## src/rtl/dcm_regs.vh

```
// register map and field constants for the dc level measurement block
`ifndef DCM_REGS_VH
`define DCM_REGS_VH

// ****************************************
// register indices (byte address is four times the index)
// ****************************************
`define DCM_IDX_CTRL_A      7'h66
`define DCM_IDX_CTRL_B      7'h67
`define DCM_IDX_LEFT_HI     7'h68
`define DCM_IDX_LEFT_MID    7'h69
`define DCM_IDX_LEFT_LO     7'h6a
`define DCM_IDX_RIGHT_HI    7'h6b
`define DCM_IDX_RIGHT_MID   7'h6c
`define DCM_IDX_RIGHT_LO    7'h6d
`define DCM_IDX_SAMPLE      7'h70

// ****************************************
// fields of control register a
// ****************************************
`define DCM_A_LEFT_EN       7
`define DCM_A_RIGHT_EN      6
`define DCM_A_IIR_SEL       5
`define DCM_A_EXP_HI        4

// ****************************************
// fields of control register b
// ****************************************
`define DCM_B_HOLD          6
`define DCM_B_LATCH_SEL     5
`define DCM_B_AVG_HI        4

// ****************************************
// reset values and limits
// ****************************************
`define DCM_CTRL_RESET      8'h00
`define DCM_RESULT_RESET    24'h000000
`define DCM_B_WMASK         8'h7f
`define DCM_CODE_MAX        5'h14
`define DCM_ACC_W           48
`define DCM_RES_W           24

`endif

```

## src/rtl/dcm_wb_slave.v

```verilog
// classic wishbone slave front end: decode, one-cycle ack, byte mux
`timescale 1ns/1ps
`default_nettype none
`include "dcm_regs.vh"

module dcm_wb_slave (
    // clock and reset
    input  wire        clock,
    input  wire        reset,
    // wishbone
    input  wire [31:0] wbAdr,
    input  wire [31:0] wbDatW,
    input  wire [3:0]  wbSel,
    input  wire        wbWe,
    input  wire        wbCyc,
    input  wire        wbStb,
    output reg  [31:0] wbDatR,
    output reg         wbAck,
    // register side
    output wire [6:0]  regIdx,
    output wire        regWr,
    output wire [7:0]  regWData,
    input  wire [7:0]  regRData
);

    // strobe only on a fresh request, never in the ack cycle
    wire req = wbCyc & wbStb & ~wbAck;

    assign regIdx   = wbAdr[8:2];
    // write lands at the edge where the master sees ack high
    assign regWr    = wbCyc & wbStb & wbAck & wbWe & wbSel[0] &
                      (wbAdr[31:9] == 23'h000000);
    assign regWData = wbDatW[7:0];

    // ****************************************
    // ack and read data
    // ****************************************
    always @(posedge clock or posedge reset) begin
        if (reset) begin
            wbAck  <= 1'b0;
            wbDatR <= 32'h00000000;
        end else begin
            wbAck  <= req;
            if (req && !wbWe) begin
                if (wbAdr[31:9] == 23'h000000)
                    wbDatR <= {24'h000000, regRData};
                else
                    wbDatR <= 32'h00000000;
            end
        end
    end

endmodule
`default_nettype wire

```

## src/rtl/dcm_channel.v

```verilog
// one channel of dc level measurement: moving average or iir
`timescale 1ns/1ps
`default_nettype none
`include "dcm_regs.vh"

module dcm_channel (
    // clock and reset
    input  wire        clock,
    input  wire        reset,
    // controls
    input  wire        enable,
    input  wire        iirMode,
    input  wire [4:0]  expCode,
    input  wire [4:0]  avgCode,
    input  wire        latchSel,
    input  wire        hold,
    // samples
    input  wire        sampleStb,
    input  wire [23:0] sample,
    // result
    output reg  [23:0] result
);

    reg  [47:0] acc_q;      // moving-average sum or iir state
    reg  [20:0] cnt_q;      // samples in window or period
    wire [47:0] sx   = {{24{sample[23]}}, sample};
    wire [47:0] iirY = $signed(acc_q) >>> expCode;
    wire [20:0] winLen  = 21'h000001 << expCode;
    wire [20:0] avgLen  = 21'h000001 << avgCode;
    wire [47:0] avgOut  = $signed(acc_q + sx) >>> expCode;
    wire        winEnd  = (cnt_q == winLen - 21'h000001);
    wire        perEnd  = (avgCode != 5'h00) &&
                          (cnt_q == avgLen - 21'h000001);

    // ****************************************
    // filter state, runs only while enabled
    // ****************************************
    always @(posedge clock or posedge reset) begin
        if (reset) begin
            acc_q  <= 48'h000000000000;
            cnt_q  <= 21'h000000;
            result <= `DCM_RESULT_RESET;
        end else if (!enable) begin
            acc_q <= 48'h000000000000;
            cnt_q <= 21'h000000;
        end else if (sampleStb) begin
            if (!iirMode) begin
                // box sum over 2^exp samples, then restart
                if (winEnd) begin
                    acc_q <= 48'h000000000000;
                    cnt_q <= 21'h000000;
                    if (!hold)
                        result <= avgOut[23:0];
                end else begin
                    acc_q <= acc_q + sx;
                    cnt_q <= cnt_q + 21'h000001;
                end
            end else begin
                // y += (x - y) / 2^exp, state scaled by 2^exp
                if (perEnd) begin
                    acc_q <= 48'h000000000000;
                    cnt_q <= 21'h000000;
                end else begin
                    acc_q <= acc_q + sx - iirY;
                    if (avgCode != 5'h00)
                        cnt_q <= cnt_q + 21'h000001;
                end
                // select 1 takes the output only just before a clear
                if (!hold && (!latchSel || perEnd))
                    result <= iirY[23:0];
            end
        end
    end

endmodule
`default_nettype wire

```

## src/rtl/dcm_top.v

```verilog
// dc level measurement block: registers and two channel filters
// ****************************************
// Notes on behaviour
// - left measurement runs only when enabled
// - right measurement runs only when enabled
// - type 0: moving average over 2^exp
// - type 1: first-order iir from exponent
// - exponent field codes 1..20 used directly
// - hold bit freezes both results
// - select 0: report instantaneous iir output
// - select 1: latch output before clearing
// - averaging period is 2^n modulator clocks
// - averaging code zero never clears filter
// - results 24-bit, three bytes, msb first
// ****************************************
//
// Register access over Wishbone is this design's own decision.
`timescale 1ns/1ps
`default_nettype none
`include "dcm_regs.vh"

module dcm_top (
    // clock and reset
    input  wire        clock,
    input  wire        reset,
    // wishbone
    input  wire [31:0] wbAdr,
    input  wire [31:0] wbDatW,
    input  wire [3:0]  wbSel,
    input  wire        wbWe,
    input  wire        wbCyc,
    input  wire        wbStb,
    output wire [31:0] wbDatR,
    output wire        wbAck,
    // adc samples, one strobe per modulator clock
    input  wire        modStb,
    input  wire [23:0] leftSample,
    input  wire [23:0] rightSample
);

    wire [6:0]  regIdx;
    wire        regWr;
    wire [7:0]  regWData;
    reg  [7:0]  regRData;
    reg  [7:0]  ctrlA_q;
    reg  [7:0]  ctrlB_q;
    wire [23:0] leftRes;
    wire [23:0] rightRes;

    // ****************************************
    // bus front end
    // ****************************************
    dcm_wb_slave uBus (
        .clock    (clock),
        .reset    (reset),
        .wbAdr    (wbAdr),
        .wbDatW   (wbDatW),
        .wbSel    (wbSel),
        .wbWe     (wbWe),
        .wbCyc    (wbCyc),
        .wbStb    (wbStb),
        .wbDatR   (wbDatR),
        .wbAck    (wbAck),
        .regIdx   (regIdx),
        .regWr    (regWr),
        .regWData (regWData),
        .regRData (regRData)
    );

    // ****************************************
    // control registers
    // ****************************************
    always @(posedge clock or posedge reset) begin
        if (reset) begin
            ctrlA_q <= `DCM_CTRL_RESET;
            ctrlB_q <= `DCM_CTRL_RESET;
        end else if (regWr) begin
            if (regIdx == `DCM_IDX_CTRL_A)
                ctrlA_q <= regWData;
            if (regIdx == `DCM_IDX_CTRL_B)
                ctrlB_q <= regWData & `DCM_B_WMASK;  // top bit read-only
        end
    end

    // ****************************************
    // read mux
    // ****************************************
    always @* begin
        case (regIdx)
            `DCM_IDX_CTRL_A:    regRData = ctrlA_q;
            `DCM_IDX_CTRL_B:    regRData = ctrlB_q;
            `DCM_IDX_LEFT_HI:   regRData = leftRes[23:16];
            `DCM_IDX_LEFT_MID:  regRData = leftRes[15:8];
            `DCM_IDX_LEFT_LO:   regRData = leftRes[7:0];
            `DCM_IDX_RIGHT_HI:  regRData = rightRes[23:16];
            `DCM_IDX_RIGHT_MID: regRData = rightRes[15:8];
            `DCM_IDX_RIGHT_LO:  regRData = rightRes[7:0];
            default:            regRData = 8'h00;
        endcase
    end

    // ****************************************
    // channel filters, index 0 left, 1 right
    // ****************************************
    wire [1:0]  chanEn  = {ctrlA_q[`DCM_A_RIGHT_EN],
                           ctrlA_q[`DCM_A_LEFT_EN]};
    wire [47:0] chanSmp = {rightSample, leftSample};
    wire [47:0] chanRes;

    // split the packed results back per channel
    assign leftRes  = chanRes[23:0];
    assign rightRes = chanRes[47:24];

    genvar ch;
    generate
        for (ch = 0; ch < 2; ch = ch + 1) begin : gChan
            dcm_channel uChan (
                .clock     (clock),
                .reset     (reset),
                .enable    (chanEn[ch]),
                .iirMode   (ctrlA_q[`DCM_A_IIR_SEL]),
                .expCode   (ctrlA_q[`DCM_A_EXP_HI:0]),
                .avgCode   (ctrlB_q[`DCM_B_AVG_HI:0]),
                .latchSel  (ctrlB_q[`DCM_B_LATCH_SEL]),
                .hold      (ctrlB_q[`DCM_B_HOLD]),
                .sampleStb (modStb),
                .sample    (chanSmp[ch*24 +: 24]),
                .result    (chanRes[ch*24 +: 24])
            );
        end
    endgenerate

endmodule
`default_nettype wire

```

## config.mk

```make
export PLATFORM = sky130hd
export DESIGN_NAME = dcm_top
export DESIGN_NICKNAME = d
export VERILOG_FILES = /design/src/rtl/dcm_wb_slave.v /design/src/rtl/dcm_channel.v /design/src/rtl/dcm_top.v
export VERILOG_INCLUDE_DIRS = /design/src /design/src/rtl
export SDC_FILE = /design/constraint.sdc
export NUM_CORES = 2
export LEC_CHECK = 0
export BUFFER_PORTS_ARGS = -buffer_cell sky130_fd_sc_hd__buf_2
export CAP_MARGIN = 20
export CORE_MARGIN = 2
export CORE_UTILIZATION = 55
export CTS_BUF_LIST = sky130_fd_sc_hd__clkbuf_4
export DETAILED_ROUTE_END_ITERATION = 8
export PLACE_DENSITY = 0.8
export SYNTH_ARGS = -nofsm -noshare
export SYNTH_HDL_FRONTEND = slang
export SYNTH_SLANG_ARGS = --single-unit
```

## constraint.sdc

```tcl
create_clock -name clock -period 14.8 [get_ports clock]
set_clock_uncertainty 0.2 [all_clocks]
set_input_delay 4.44 -clock clock [delete_from_list [all_inputs] [get_ports clock]]
set_output_delay 4.44 -clock clock [all_outputs]
set_load 0.02 [all_outputs]
```

==> run metrics <==
status complete, no violations; Yosys warning count 0; area of the mapped netlist 33,200 um^2; Min-Delay Endpoint uBus.wbAck; Comb power frac 0.403; postcts setup bufs 0; unique cell type count in the Yosys netlist 103; Hold Crit Depth 1; pwr dens 60.12 nW/um^2; critical path data required time 15,320 ps; largest net degree at the start of global routing 84; Setup TNS Final 0 ps; crit-path max FO 5; Crit Reg-Reg Endpoint gChan[0].uChan.acc_q[47]; first-pass GRT wire length 182,300 um; Main synth FF type dfrtp_1; VDD IR max 41.38 uV; Fill cells 5,608; Routed Antenna Nets 0; Root Driver clkbuf_4; # rows 90; Area growth, synth to finish 4.364%; clk sinks 210; fin. max-slew vios 0; die width 249.7 um; most frequent cells in the layout nand2_1, o21ai_0, a21oi_1, nor2_1, mux2i_1; switching power 0.8305 mW; number of flops mapped to enable cells by yosys 0; #FFs+latches synth 210; type of the most critical hold path reg2reg; via count of the routed design 35,720; CP Class in2reg; vias in the first global route 32,240; post-DP HPWL 87,490 um; Final setup violation count 0; power share of the clock group 0.318; RSZ-0062 raised after global routing no; Slowest-stage cell, CP o31ai_1; R2R setup slack 6300 ps; die area 62,340 um^2; FF-to-FF path depth 23; GPL Wtd Cong 1.022; # port buffers 101; IO Count 155; Worst-Skew Late Latency 850 ps; Clock Pin Slew Worst Setup and Hold Paths 60 ps; P_int 1.252 mW; H-tree levels 3; Remaining Overflow, GRT 0; maxcap violations 0; Residual DRC 0; Total Nets Final 4,665; Routed Wire Length 117,700 um; TritonCTS clock tree built; cts hold-fix bufs 0; r2r startpoint ctrlA_q[1]; fin area 34,650 um^2; layout cells sized above 1 0.1133; Leak 15.81 nW; crit end category flip-flop; placed inst area 33,750 um^2; Final Hold Vio Count 0; most frequent CP cell nand2_1; HP Start uBus.wbAck; WP data arrival 11,130 ps; TritonCTS Buffers 68; initial core utilization 0.5531; post_cts resized 0; commonest non-fill, non-tap cell in the layout nand2_1; Sw Ratio 0.3987; drt first pass iters 6; share of flip-flops with an asynchronous set or reset 1.000; GRT Resource Usage Total 0.3640; element type at the critical path start input port; Die Y-Extent 249.7 um; Wirelength per Cell 22.68 um; initial antenna violation count 4; max_slew headroom 0.2680; slowest stage delay, CP 620 ps; Slew @ Worst Pin 1070 ps; register area share after synthesis 0.1583; Clock Tree Buf Depth 3; DRT iter0 DRCs 5,264; Seq pwr share 0.279; worst hold slack 274.0 ps; Syn Inst Count 4,449; Avg Inst Size Synth 7.462 um^2; fmax 0.09424 GHz; core area 60,020 um^2; via/cell ratio 6.884; post-route minimum period 10,610 ps; Tcrit/Tclk final 0.7169
==> metrics by stage <==
stage / worst slack (ps) / power, mW / util / instances
2_1_floorplan: 4422 / 1.222 / - / 4472
3_3_place_gp: 3729 / 1.392 / 0.5623 / 5069
3_5_place_dp: 3647 / 1.404 / 0.5623 / 5069
4_1_cts: 4469 / 2.061 / 0.5769 / 5184
5_1_grt: 3875 / 2.195 / 0.5772 / 5187
6_report: 4189 / 2.083 / 0.5772 / 5189
==> state kept, by name, indices dropped and copies added, names as in the netlist <==
name	cells
gChan.uChan.cnt_q	42
uBus.wbDatR	8
ctrlA_q	8
gChan.uChan.result	48
ctrlB_q	7
uBus.wbAck	1
gChan.uChan.acc_q	96
==> cell families (layout without fill, tap and decap cells) <==
group / Yosys count / count (layout) / share of synthesized area
mux: 393 / 393 / 0.1636
compound gates: 1508 / 1508 / 0.2844
xor+xnor: 254 / 254 / 0.06897
fa+ha+maj: 192 / 192 / 0.07274
simple gates: 1434 / 1434 / 0.1939
flops: 210 / 210 / 0.1583
buf+inv: 457 / 389 / 0.05797
other cells: 1 / 27 / 0.0001130
==> how the worst max path moves through the flow <==
stage	endpoint	start	cells past startpoint	slack [ps]
final	gChan[0].uChan.acc_q[47]	leftSample[0]	26	4190
after global routing	gChan[0].uChan.acc_q[47]	leftSample[0]	26	3880
after CTS	gChan[0].uChan.acc_q[47]	leftSample[0]	26	4470
after detailed placement	gChan[0].uChan.acc_q[47]	leftSample[0]	26	3650
after global placement	gChan[0].uChan.acc_q[47]	leftSample[0]	26	3730
after floorplan	ctrlA_q[0]	reset	1	4420
==> synth_stat cells (21+ instances only) <==
master    number  area, um^2
nand2_1      569        2136
o21ai_0      442        2212
a21oi_1      413        2067
nor2_1       387        1453
clkbuf_1     218       818.3
mux2i_1      213        2132
dfrtp_1      210        5255
ha_1         180        2252
xnor2_1      159        1393
a21o_1       119       893.4
nand3_1      116       580.6
inv_1        114       427.9
mux4_2       106        2387
xor2_1        90       788.3
a211oi_1      75       563.0
and3_1        70       437.9
a31oi_1       67       419.2
mux2_2        65       732.0
buf_1         62       232.7
nor3_1        50       250.2
a22oi_1       47       352.8
o21a_1        47       352.8
nand2b_1      42       262.8
nor2b_1       37       231.5
and2_1        36       225.2
o211ai_1      36       270.3
buf_4         33       247.7
nand4_1       31       193.9
o21bai_1      28       210.2
a221oi_1      24       210.2
buf_2         21       105.1
nor4_1        21       131.4
o31ai_1       21       157.7
or3_1         21       131.4
==> layout make-up <==
type / count / area (um^2) / area share
inverters: 118 / 456.7 / 0.01318
flip-flops and latches: 210 / 5278 / 0.1523
clock inverters: 22 / 176.4 / 0.005092
repair buffers: 156 / 918.4 / 0.02651
multi-input cells: 3805 / 26130 / 0.7543
clock buffers: 93 / 698.2 / 0.02015
well taps: 782 / 978.4 / 0.02824
diodes: 3 / 7.507 / 0.0002167
==> worst max-delay path: cells and delay by family <==
family | cells | cell delay, ps
XOR/XNOR | 1 | 380
adder cells (fa/ha/maj) | 3 | 1040
buffers and inverters | 2 | 210
AO/OA/AOI/OAI | 12 | 3220
AND/OR/NAND/NOR | 8 | 1830
==> layer usage <==
layer | vias up | part of all wire | track usage
li1 | 16240 | - | -
met1 | 16770 | 0.41 | 0.5008
met2 | 2337 | 0.42 | 0.5377
met3 | 371 | 0.13 | 0.09856
met4 | 4 | 0.043 | 0.1508
met5 | - | 0.00026 | 0
==> power by group through the flow <==
| stage | logic [mW] | clock network, mW | registers, mW |
|---|---|---|---|
| after floorplan | 0.635 | 0 | 0.588 |
| after global placement | 0.801 | 0 | 0.591 |
| after detailed placement | 0.813 | 0 | 0.591 |
| after CTS | 0.817 | 0.664 | 0.580 |
| after global routing | 0.922 | 0.692 | 0.580 |
| final | 0.840 | 0.663 | 0.580 |
Power figures use the tool's default switching activity.
